--- src/pkg/dmh_map.svh ---
// register offsets, field positions and status layout for the disk host port
`ifndef DMH_MAP_SVH
`define DMH_MAP_SVH
// addressed registers behind the pointer
`define DMH_HEAD_LOAD_ADDR 8'h3D
`define DMH_DRIVE_LOAD_ADDR 8'h3E
`define DMH_STATUS_ADDR 8'h05
`define DMH_SECTOR_ADDR 8'h31
`define DMH_COUNT_ADDR 8'h32
`define DMH_COMMAND_ADDR 8'h30
// command bits
`define DMH_CMD_READ_BIT 0
`define DMH_CMD_WRITE_BIT 1
// status bits
`define DMH_ST_BUSY_BIT 0
`define DMH_ST_OVERRUN_BIT 1
`define DMH_ST_ERROR_BIT 2
`define DMH_ST_TRACKEND_BIT 3
// reset values
`define DMH_RESET_BYTE 8'h00
// byte kinds from the disk reader
`define DMH_KIND_DATA 2'h0
`endif

--- src/pkg/dmh_pkg.sv ---
// types shared by the disk host port
package dmh_pkg;
  // sequencer states
  typedef enum logic [0:0] {
    DMH_IDLE = 1'b0,
    DMH_XFER = 1'b1
  } dmh_state_e;
  // events from the disk serializer side
  typedef struct packed {
    logic byteValid;      // a byte came off the disk
    logic [1:0] byteKind; // data, identifier or check byte
    logic [7:0] byteData; // the byte itself
    logic wantByte;       // writer needs the next byte
    logic sectorDone;     // current sector finished
    logic lastSector;     // that sector was the last of the track
    logic checkFail;      // identifier or check mismatch
  } dmh_disk_s;
  // sticky status flags
  typedef struct packed {
    logic trackEnd;
    logic error;
    logic overrun;
  } dmh_status_s;
endpackage

--- src/design/dmh_host_port.sv ---
// host and dma port with multi-sector sequencing of the disk controller
`timescale 1ns/10ps
`include "dmh_map.svh"
module dmh_host_port (
  // clock and reset
  input wire logic mclk,
  input wire logic nrst,
  // processor register port
  input wire logic deviceSelectN,
  input wire logic ioMemSelect,
  input wire logic transferDirection,
  input wire logic registerPortSelect,
  // shared data lines
  input wire logic [7:0] hostDataIn,
  output logic [7:0] hostDataOut,
  output logic hostDataOe,
  // dma handshake
  output logic dmaRequestN,
  input wire logic dmaAcknowledgeN,
  input wire logic dmaStopN,
  // external select strobes and busy
  output logic headSelectLoadStrobe,
  output logic driveSelectLoadStrobe,
  output logic busy,
  // disk serializer side
  input wire dmh_pkg::dmh_disk_s disk,
  output logic [7:0] diskWriteByte,
  output logic diskWriteValid
);
  dmh_pkg::dmh_state_e state_r, state_nxt;       // sequencer state
  logic isWrite_r, isWrite_nxt;                  // operation direction
  logic [7:0] pointer_r, pointer_nxt;            // register address pointer
  logic [7:0] sector_r, sector_nxt;              // current sector number
  logic [7:0] count_r, count_nxt;                // remaining sectors
  logic [7:0] buf_r, buf_nxt;                    // one-byte transfer holder
  logic bufFull_r, bufFull_nxt;                  // holder occupied
  logic [7:0] lastByte_r, lastByte_nxt;          // last byte taken from dma
  logic stopSeen_r, stopSeen_nxt;                // dma stop seen
  dmh_pkg::dmh_status_s status_r, status_nxt;    // sticky flags
  logic [7:0] dataOut_r, dataOut_nxt;            // data line value
  logic dataOe_r, dataOe_nxt;                    // data line drive
  logic headStb_r, headStb_nxt;                  // head load pulse
  logic driveStb_r, driveStb_nxt;                // drive load pulse
  logic [7:0] wrByte_r, wrByte_nxt;              // byte to the writer
  logic wrValid_r, wrValid_nxt;                  // writer byte pulse
  logic hostWr, hostRd, dmaAck, active;          // decoded strobes
  logic [7:0] statusByte;                        // status as a byte

  // decode processor cycles
  assign hostWr = !deviceSelectN && ioMemSelect && transferDirection;
  assign hostRd = !deviceSelectN && ioMemSelect && !transferDirection;
  assign active = (state_r == dmh_pkg::DMH_XFER);
  assign dmaAck = active && !dmaAcknowledgeN;
  assign statusByte = {4'h0, status_r.trackEnd, status_r.error, status_r.overrun, active};

  // outputs straight from flops
  assign hostDataOut = dataOut_r;
  assign hostDataOe = dataOe_r;
  assign headSelectLoadStrobe = headStb_r;
  assign driveSelectLoadStrobe = driveStb_r;
  assign busy = active;
  assign diskWriteByte = wrByte_r;
  assign diskWriteValid = wrValid_r;
  // request while the holder needs service and no stop was seen
  assign dmaRequestN = !(active && !stopSeen_r && dmaAcknowledgeN &&
                         (isWrite_r ? !bufFull_r : bufFull_r));

  // next-state computation
  always_comb begin
    state_nxt = state_r;
    isWrite_nxt = isWrite_r;
    pointer_nxt = pointer_r;
    sector_nxt = sector_r;
    count_nxt = count_r;
    buf_nxt = buf_r;
    bufFull_nxt = bufFull_r;
    lastByte_nxt = lastByte_r;
    stopSeen_nxt = stopSeen_r;
    status_nxt = status_r;
    dataOut_nxt = dataOut_r;
    dataOe_nxt = 1'b0;
    headStb_nxt = 1'b0;
    driveStb_nxt = 1'b0;
    wrByte_nxt = wrByte_r;
    wrValid_nxt = 1'b0;
    // processor writes: pointer or addressed register
    if (hostWr && !registerPortSelect) begin
      pointer_nxt = hostDataIn;
    end else if (hostWr) begin
      unique case (pointer_r)
        `DMH_HEAD_LOAD_ADDR: headStb_nxt = 1'b1;
        `DMH_DRIVE_LOAD_ADDR: driveStb_nxt = 1'b1;
        `DMH_SECTOR_ADDR: sector_nxt = hostDataIn;
        `DMH_COUNT_ADDR: count_nxt = hostDataIn;
        `DMH_COMMAND_ADDR: begin
          // start only from idle; write wins if both bits set
          if (!active && (hostDataIn[`DMH_CMD_READ_BIT] || hostDataIn[`DMH_CMD_WRITE_BIT])) begin
            state_nxt = dmh_pkg::DMH_XFER;
            isWrite_nxt = hostDataIn[`DMH_CMD_WRITE_BIT];
            bufFull_nxt = 1'b0;
            stopSeen_nxt = 1'b0;
            status_nxt = '0;
          end
        end
        default: begin
        end
      endcase
    end
    // processor reads: status or addressed register
    if (hostRd) begin
      dataOe_nxt = 1'b1;
      if (!registerPortSelect) begin
        dataOut_nxt = statusByte;
      end else begin
        unique case (pointer_r)
          `DMH_STATUS_ADDR: dataOut_nxt = statusByte;
          `DMH_SECTOR_ADDR: dataOut_nxt = sector_r;
          `DMH_COUNT_ADDR: dataOut_nxt = count_r;
          default: dataOut_nxt = `DMH_RESET_BYTE;
        endcase
      end
    end
    // dma byte under acknowledge
    if (dmaAck) begin
      if (!dmaStopN) begin
        stopSeen_nxt = 1'b1;
      end
      if (!isWrite_r && bufFull_r) begin
        dataOut_nxt = buf_r;
        dataOe_nxt = 1'b1;
        bufFull_nxt = 1'b0;
      end else if (isWrite_r && !bufFull_r) begin
        buf_nxt = hostDataIn;
        lastByte_nxt = hostDataIn;
        bufFull_nxt = 1'b1;
      end
    end
    // disk side traffic
    if (active) begin
      // read: only data bytes enter the holder
      if (!isWrite_r && disk.byteValid && disk.byteKind == `DMH_KIND_DATA && !stopSeen_nxt) begin
        if (bufFull_nxt) begin
          status_nxt.overrun = 1'b1;
        end else begin
          buf_nxt = disk.byteData;
          bufFull_nxt = 1'b1;
        end
      end
      // write: feed holder byte, or pad with the last byte
      if (isWrite_r && disk.wantByte) begin
        wrValid_nxt = 1'b1;
        wrByte_nxt = bufFull_nxt ? buf_nxt : lastByte_nxt;
        if (bufFull_nxt) begin
          bufFull_nxt = 1'b0;
        end else if (!stopSeen_nxt) begin
          status_nxt.overrun = 1'b1;
        end
      end
      if (disk.checkFail) begin
        status_nxt.error = 1'b1;
      end
      // sector boundary: advance and test for the end
      if (disk.sectorDone) begin
        sector_nxt = sector_r + 8'h01;
        count_nxt = count_r - 8'h01;
        if (disk.lastSector) begin
          status_nxt.trackEnd = 1'b1;
        end
        if (count_r == 8'h01 || disk.lastSector || status_nxt.error ||
            status_nxt.overrun || stopSeen_nxt) begin
          state_nxt = dmh_pkg::DMH_IDLE;
          bufFull_nxt = 1'b0;
        end
      end
    end
  end

  // registers; reset aborts any operation
  always_ff @(posedge mclk or negedge nrst) begin
    if (!nrst) begin
      state_r <= dmh_pkg::DMH_IDLE;
      isWrite_r <= 1'b0;
      pointer_r <= `DMH_RESET_BYTE;
      sector_r <= `DMH_RESET_BYTE;
      count_r <= `DMH_RESET_BYTE;
      buf_r <= `DMH_RESET_BYTE;
      bufFull_r <= 1'b0;
      lastByte_r <= `DMH_RESET_BYTE;
      stopSeen_r <= 1'b0;
      status_r <= '0;
      dataOut_r <= `DMH_RESET_BYTE;
      dataOe_r <= 1'b0;
      headStb_r <= 1'b0;
      driveStb_r <= 1'b0;
      wrByte_r <= `DMH_RESET_BYTE;
      wrValid_r <= 1'b0;
    end else begin
      state_r <= state_nxt;
      isWrite_r <= isWrite_nxt;
      pointer_r <= pointer_nxt;
      sector_r <= sector_nxt;
      count_r <= count_nxt;
      buf_r <= buf_nxt;
      bufFull_r <= bufFull_nxt;
      lastByte_r <= lastByte_nxt;
      stopSeen_r <= stopSeen_nxt;
      status_r <= status_nxt;
      dataOut_r <= dataOut_nxt;
      dataOe_r <= dataOe_nxt;
      headStb_r <= headStb_nxt;
      driveStb_r <= driveStb_nxt;
      wrByte_r <= wrByte_nxt;
      wrValid_r <= wrValid_nxt;
    end
  end
endmodule

--- config.mk ---
export PLATFORM = sky130hd
export DESIGN_NAME = dmh_host_port
export DESIGN_NICKNAME = d
export VERILOG_FILES = /design/src/pkg/dmh_pkg.sv /design/src/design/dmh_host_port.sv
export VERILOG_INCLUDE_DIRS = /design/src /design/src/pkg
export SDC_FILE = /design/constraint.sdc
export NUM_CORES = 1
export LEC_CHECK = 0
export ABC_CLOCK_PERIOD_IN_PS = 3000
export BUFFER_PORTS_ARGS = -buffer_cell sky130_fd_sc_hd__buf_2
export CAP_MARGIN = 20
export CORE_ASPECT_RATIO = 0.75
export CORE_MARGIN = 2
export CORE_UTILIZATION = 45
export CTS_CLUSTER_SIZE = 25
export DETAILED_ROUTE_END_ITERATION = 8
export GPL_ROUTABILITY_DRIVEN = 0
export PLACE_DENSITY_LB_ADDON = 0.1
export SLEW_MARGIN = 20
export SYNTH_ARGS = -nofsm -noshare
export SYNTH_HDL_FRONTEND = slang
export SYNTH_SLANG_ARGS = --single-unit
export TNS_END_PERCENT = 5
--- constraint.sdc ---
create_clock -name mclk -period 3 [get_ports mclk]
set_input_delay 0.6 -clock mclk [delete_from_list [all_inputs] [get_ports mclk]]
set_output_delay 0.6 -clock mclk [all_outputs]
set_load 0.01 [all_outputs]
==> metrics.txt, run 1 <==
DR top layer met4; status finished clean; Final Hold Fails 0; Port Buffer Count 52; unrepaired setup endpoints after global routing false; Worst setup SP type flop; ys flop type dfrtp_1; nets around 460; Met2 Wirelength just over 4000 um; Max-cap violations 0; clock slew at reported path FFs about 0.070 ns; CTS tree yes; Cell Pwr Density a little under 500 mW/mm^2; Total GRT Usage 0.242; HP Class input pin to asynchronous set/reset pin; synthesis-to-finish area growth 15.4%; CP max FO 10; metal3 WL 593 um; grt total ovfl 0; net count after synthesis roughly 400; total core area between 0.007 and 0.008 mm^2; post-DP HPWL 6790 um; LEAKAGE slightly below 2 nW; Hold Buf Count CTS 0; CP Class flop to flop; postcts setup bufs 0; Post-Syn Instances approximately 370; worst path required time about 3.2 ns; Fill cells 689; Worst R2R Path Depth 6; number of inserted diodes 0; Final setup viols 0; synthesized flop and latch total 67; 1st-pass router iterations 5; vias per std cell approximately 5.8; initial antenna violation count 0; remaining antenna violation count 0; first-iteration detailed-routing DRC count approximately 270; M1 WL ~4600 um; VDD IR max between 0.2 and 0.3 mV; Sinks on Clock Net 67; global-route wire length before repair ~16000 um; worst path arrival time between 2 and 3 ns; total CTS buffers 9; Crit Reg-Reg Startpoint pointer_r[3]$_DFFE_PN0P_; via count 3074; setup tns final 0 ns; Final Max Slew Viols 0; Tcrit/Tclk final 0.814; Synthesis Warnings 0; clk buf depth 2; Die Ht 80.6 um; vias in the first global route slightly above 3000; Clk Latency, worst-skew pair 0.35 ns; Root Buffer clkbuf_8; CP endpoint kind flop; IO Pins 53; share of cells above drive strength 1 0.227; DRC viols 0; Final Util 0.545; number of enable flip-flop cells after synthesis 0; Async SR Flop Fraction 1.00; Least-Margin Pin Slew 0.856 ns; Period minus WS final between 2 and 2.5 ns; clock skew ~0.013 ns; initial core utilization 0.472; fmax between 400 and 500 MHz; R2R Path End buf_r[4]$_DFF_PN0_; # H-tree levels 3; Resize count post-CTS 0; Die Area between 0.008 and 0.009 mm^2; r2r setup slk 0.56 ns; synth unique cells 55; register area share after synthesis 0.476; cell area after synthesis between 0.003 and 0.004 mm^2; Slew HR 0.430; pin count of the biggest net entering global routing between 60 and 70; WL final around 9400 um; FP Rows 27; Critical Path Start pointer_r[3]$_DFFE_PN0P_; Worst Hold Slack between 0.4 and 0.5 ns; Die X roughly 110 um; Syn Area/Cell between 9 and 10 um^2; WL per Instance 17.8 um
layout make-up:
type	instances	area [um^2]	area share
Sequential cell	67	1680	0.412
Clock inverter	6	33.8	0.00831
Multi-Input combinational cell	273	1740	0.429
Clock buffer	9	124	0.0305
Inverter	13	48.8	0.0120
Tap cell	101	126	0.0311
Timing Repair Buffer	59	313	0.0769
placed cells by master, fill, tap and decap left out, drive strengths merged, types with 3 or more instances in the layout:
master / n
mux2: 17
a41oi: 7
nand2: 64
dfrtp: 67
ha: 5
o211ai: 15
and3: 4
or3: 5
nor2b: 3
nor3: 4
clkbuf: 9
o21ai: 15
a211oi: 4
a221o: 4
a31oi: 4
inv: 13
nor2: 37
a21oi: 21
buf: 59
o31ai: 3
nand2b: 3
clkinv: 6
a22o: 10
a222oi: 3
nand3: 8
a22oi: 4
o22ai: 3
o32ai: 3
cell usage after synthesis (2+ instances only):
library cell,instances,share of area
dfrtp_1,67,0.48
nand2_1,62,0.066
nor2_1,36,0.038
a21oi_1,20,0.028
o211ai_1,15,0.032
inv_1,13,0.014
o21ai_0,13,0.018
a22o_1,10,0.025
clkbuf_1,10,0.011
mux2_2,9,0.029
mux2_1,8,0.026
a41oi_1,7,0.017
nand3_1,7,0.0099
ha_1,5,0.018
or3_1,5,0.0089
a221o_1,4,0.011
a22oi_1,4,0.0085
a31oi_1,4,0.0071
and3_1,4,0.0071
nor3_1,4,0.0057
a211oi_1,3,0.0064
a222oi_1,3,0.0085
buf_2,3,0.0043
nand2b_1,3,0.0053
nor2b_1,3,0.0053
o22ai_1,3,0.0053
o31ai_1,3,0.0064
o32ai_1,3,0.0075
a21bo_2,2,0.0057
a21o_1,2,0.0043
and2_1,2,0.0036
nand2_2,2,0.0036
nand4_1,2,0.0036
nor4_4,2,0.012
nor4b_1,2,0.0050
nor4bb_1,2,0.0057
o21ai_1,2,0.0028
where the power goes:
part	internal [mW]	switching, mW	total, mW
clock	0.289	0.351	0.640
combinational	0.124	0.158	0.282
sequential	0.976	0.0881	1.06
metrics by stage:
step / worst slack, ns / instance area, um^2 / std cells / total power [mW]
after floorplan: 0.692 / 3520 / 367 / 1.23
after detailed placement: 0.308 / 3910 / 513 / 1.36
after CTS: 0.564 / 4070 / 528 / 2.00
final: 0.557 / 4070 / 528 / 1.99
after global placement: 0.335 / 3910 / 513 / 1.35
after global routing: 0.387 / 4070 / 528 / 2.09
per-layer routing:
metal | vias up | GRT usage
li1 | 1461 | -
met1 | 1496 | 0.364
met2 | 106 | 0.356
met3 | 11 | 0.0479
met4 | 0 | 0.0592
met5 | - | 0
sequential cells by signal, indices dropped and copies added (netlist names):
| register | cells |
|---|---|
| buf_r | 8 |
| sector_r | 8 |
| isWrite_r | 1 |
| bufFull_r | 1 |
| diskWriteValid | 1 |
| diskWriteByte | 8 |
| hostDataOe | 1 |
| count_r | 8 |
| pointer_r | 8 |
| hostDataOut | 8 |
| driveSelectLoadStrobe | 1 |
| lastByte_r | 8 |
| stopSeen_r | 1 |
| headSelectLoadStrobe | 1 |
| busy | 1 |
| statusByte | 3 |
logic make-up (layout without fill, tap and decap cells):
kind of cell    count (synthesis)  after routing  share of synthesized area
simple gates                  145            145                      0.202
fa+ha+maj                       5              5                     0.0178
compound gates                105            105                      0.216
buf+inv                        27             87                     0.0309
flops                          67             67                      0.476
mux                            18             18                     0.0572
worst max-delay path, cell delays in order, from the launching register on:
cell      delay (ns)
dfrtp_1         0.45
nor4bb_1        0.36
and2_1          0.27
a21boi_2        0.18
nor2_1          0.21
and4_1          0.47
mux2_1          0.37
worst max-delay path by stage:
stage                                     to  slack, ns
after global placement    buf_r[7]$_DFF_PN0_       0.33
after global routing      buf_r[3]$_DFF_PN0_       0.39
final                     buf_r[4]$_DFF_PN0_       0.56
after CTS                 buf_r[4]$_DFF_PN0_       0.56
after detailed placement  buf_r[5]$_DFF_PN0_       0.31
after floorplan           buf_r[0]$_DFF_PN0_       0.69
Note: power is estimated with default switching activity, not from simulation.
==> run 2: changes to the inputs <==
--- a/config.mk
+++ b/config.mk
@@ -6,7 +6,8 @@
 export SDC_FILE = /design/constraint.sdc
 export NUM_CORES = 1
 export LEC_CHECK = 0
-export ABC_CLOCK_PERIOD_IN_PS = 3000
+export ABC_AREA = 1
+export ABC_CLOCK_PERIOD_IN_PS = 2480
 export BUFFER_PORTS_ARGS = -buffer_cell sky130_fd_sc_hd__buf_2
 export CAP_MARGIN = 20
 export CORE_ASPECT_RATIO = 0.75
==> constraint.sdc (replaced) <==
create_clock -name mclk -period 2.48 [get_ports mclk]
set_input_delay 0.496 -clock mclk [delete_from_list [all_inputs] [get_ports mclk]]
set_output_delay 0.496 -clock mclk [all_outputs]
set_load 0.01 [all_outputs]
==> metrics.txt, run 2 <==
Final Hold Fails 0; remaining antenna violation count 0; Final WS setup between 0.4 and 0.5 ns; FP Rows 28; Die Area 0.00897 mm^2; slowest stage cell on the critical path dfrtp_1; number of inserted diodes 0; Worst setup SP type flop; count leader, synth nand2_1; Least-Margin Pin Slew ~0.65 ns; leading cell type in the layout, fill and taps excluded nand2_1; postcts setup bufs 0; share of cells above drive strength 1 0.192; Cell Pwr Density roughly 560 mW/mm^2; initial antenna violation count 0; Die Ht between 80 and 90 um; Resize count post-CTS 0; Hold Buf Count CTS 0; WL final 9890 um; synth unique cells 34; unrepaired setup endpoints after global routing false; grt total ovfl 0; DRC viols 0; clk buf depth 2; CP Class flop to flop; initial core utilization 0.467; total core area between 0.007 and 0.008 mm^2; area share of the largest cell type after synthesis 0.453; Syn Area/Cell between 7 and 8 um^2; global-route wire length before repair between 15000 and 20000 um; LEAKAGE between 2 and 2.5 nW; Slew HR 0.569; register area share after synthesis 0.453; ys flop type dfrtp_1; pin count of the biggest net entering global routing between 40 and 50; Final Util 0.544; VDD IR max about 0.24 mV; worst path required time 2.72 ns; Final setup viols 0; Synthesis Warnings 0; leading area contributor after synthesis dfrtp_1; Root Buffer clkbuf_8; Area contributors post-synth dfrtp_1 (45%), nand2_1 (13%), o21ai_0 (8.3%); CTS tree yes; CP endpoint kind flop; number of enable flip-flop cells after synthesis 0; via count between 3000 and 4000; Inst Count DP roughly 640; Final Max Slew Viols 0; Clk Latency, worst-skew pair 0.35 ns; synthesis-to-finish area growth 16.4%; # H-tree levels 3; Post-Syn Instances just under 500; worst path arrival time 2.30 ns; first-iteration detailed-routing DRC count roughly 210; clock slew at reported path FFs 0.08 ns; total CTS buffers 9; post-DP HPWL roughly 7300 um; HP Class input pin to asynchronous set/reset pin; status finished clean; clock skew around 0.010 ns; cells along the critical path nor2_2, nand2_2, nor2_4, nand3_4, a21oi_4, inv_2, nor2_8, nand2_1, o21ai_1, nand2_1, nand2_1, nand2_1; synthesized flop and latch total 67; Worst R2R Path Depth 12; non-filler cells, final approximately 650; vias in the first global route approximately 3200; net count after synthesis 521; cell area after synthesis about 0.0037 mm^2; Worst path max stage delay 0.50 ns; vias per std cell roughly 5.2; Period minus WS final 2.06 ns; leading cell types by count after synthesis nand2_1 (132), inv_1 (69), dfrtp_1 (67); Pwr Total around 2.4 mW; fmax slightly below 500 MHz; setup tns final 0 ns; CP max FO 16; Crit path top cell by count nand2_1; post-place setup slack between 0.2 and 0.25 ns; WL per Instance between 15 and 20 um; Sinks on Clock Net 67; Port Buffer Count 52; commonest cells after routing, fill and taps aside nand2_1 (132), inv_1 (69), dfrtp_1 (67), o21ai_0 (61), buf_2 (52); Max-cap violations 0; IO Pins 53; Die X 109 um; Total GRT Usage 0.240; nets about 580; 1st-pass router iterations 5; Tcrit/Tclk final 0.832; Async SR Flop Fraction 1.00
## run 2: cell count changes in the layout (fill, tap and decap cells not counted), moves of 7 or more
cell / change
a22o_1: -10
inv_1: +56
mux2_1: -8
mux2_2: -8
nand2_1: +70
nand3_1: +12
nor2_1: -19
o211ai_1: -14
o21ai_0: +48
o21ai_2: +7
## run 2: logic make-up (layout without fill, tap and decap cells)
family                   Yosys count  in the layout  synth area share
buffers and inverters             89            151            0.0957
adder cells (fa/ha/maj)            5              5            0.0169
XOR/XNOR                           2              2           0.00474
AO/OA/AOI/OAI                    121            121             0.185
multiplexers                       1              1           0.00304
flip-flops                        67             67             0.453
AND/OR/NAND/NOR                  200            200             0.242
## run 2: through the flow
step                hold WS (ns)  instance area (um^2)
floorplan                  0.200                  3700
global placement           0.459                  4090
detailed placement         0.460                  4090
CTS                        0.176                  4310
global route               0.196                  4310
finish                     0.165                  4310
## run 2: per-layer routing
metal / part of all wire / global-route usage / wire (um) / vias up
met5: 0 / 0 / 0 / -
met4: 0.0066 / 0.0500 / 65 / 0
met3: 0.055 / 0.0463 / 547 / 7
met2: 0.44 / 0.378 / 4380 / 87
met1: 0.50 / 0.348 / 4900 / 1600
li1: - / - / - / 1693
## run 2: critical path, delay by kind of cell (launching register included)
family	cells	cell delay (ns)
simple gates	9	1.03
flops	1	0.50
compound gates	2	0.34
buf+inv	1	0.09
## run 2: where the power goes
group | internal (mW) | total, mW | switching (mW)
combinational | 0.0922 | 0.259 | 0.167
sequential | 1.14 | 1.18 | 0.0394
clock | 0.523 | 0.970 | 0.447
## run 2: cell type report
| type | instances | area [um^2] |
|---|---|---|
| repair buffers | 61 | 340 |
| clock buffers | 11 | 151 |
| inverters | 74 | 278 |
| well taps | 105 | 131 |
| flip-flops and latches | 67 | 1680 |
| clock inverters | 5 | 60.1 |
| multi-input cells | 329 | 1670 |
| fillers | 787 | 3610 |
## run 2: final timing paths
check / to / startpoint / slack (ns)
max: diskWriteByte[7]$_DFFE_PN0P_ / busy$_DFF_PN0_ / 0.42
min: sector_r[6]$_DFF_PN0_ / nrst / 0.16
max reg2reg: diskWriteByte[7]$_DFFE_PN0P_ / busy$_DFF_PN0_ / 0.42
min reg2reg: lastByte_r[7]$_DFF_PN0_ / lastByte_r[7]$_DFF_PN0_ / 0.48
max in group asynchronous: buf_r[4]$_DFF_PN0_ / nrst / 1.64
min in group mclk: lastByte_r[5]$_DFF_PN0_ / hostDataIn[5] / 0.43
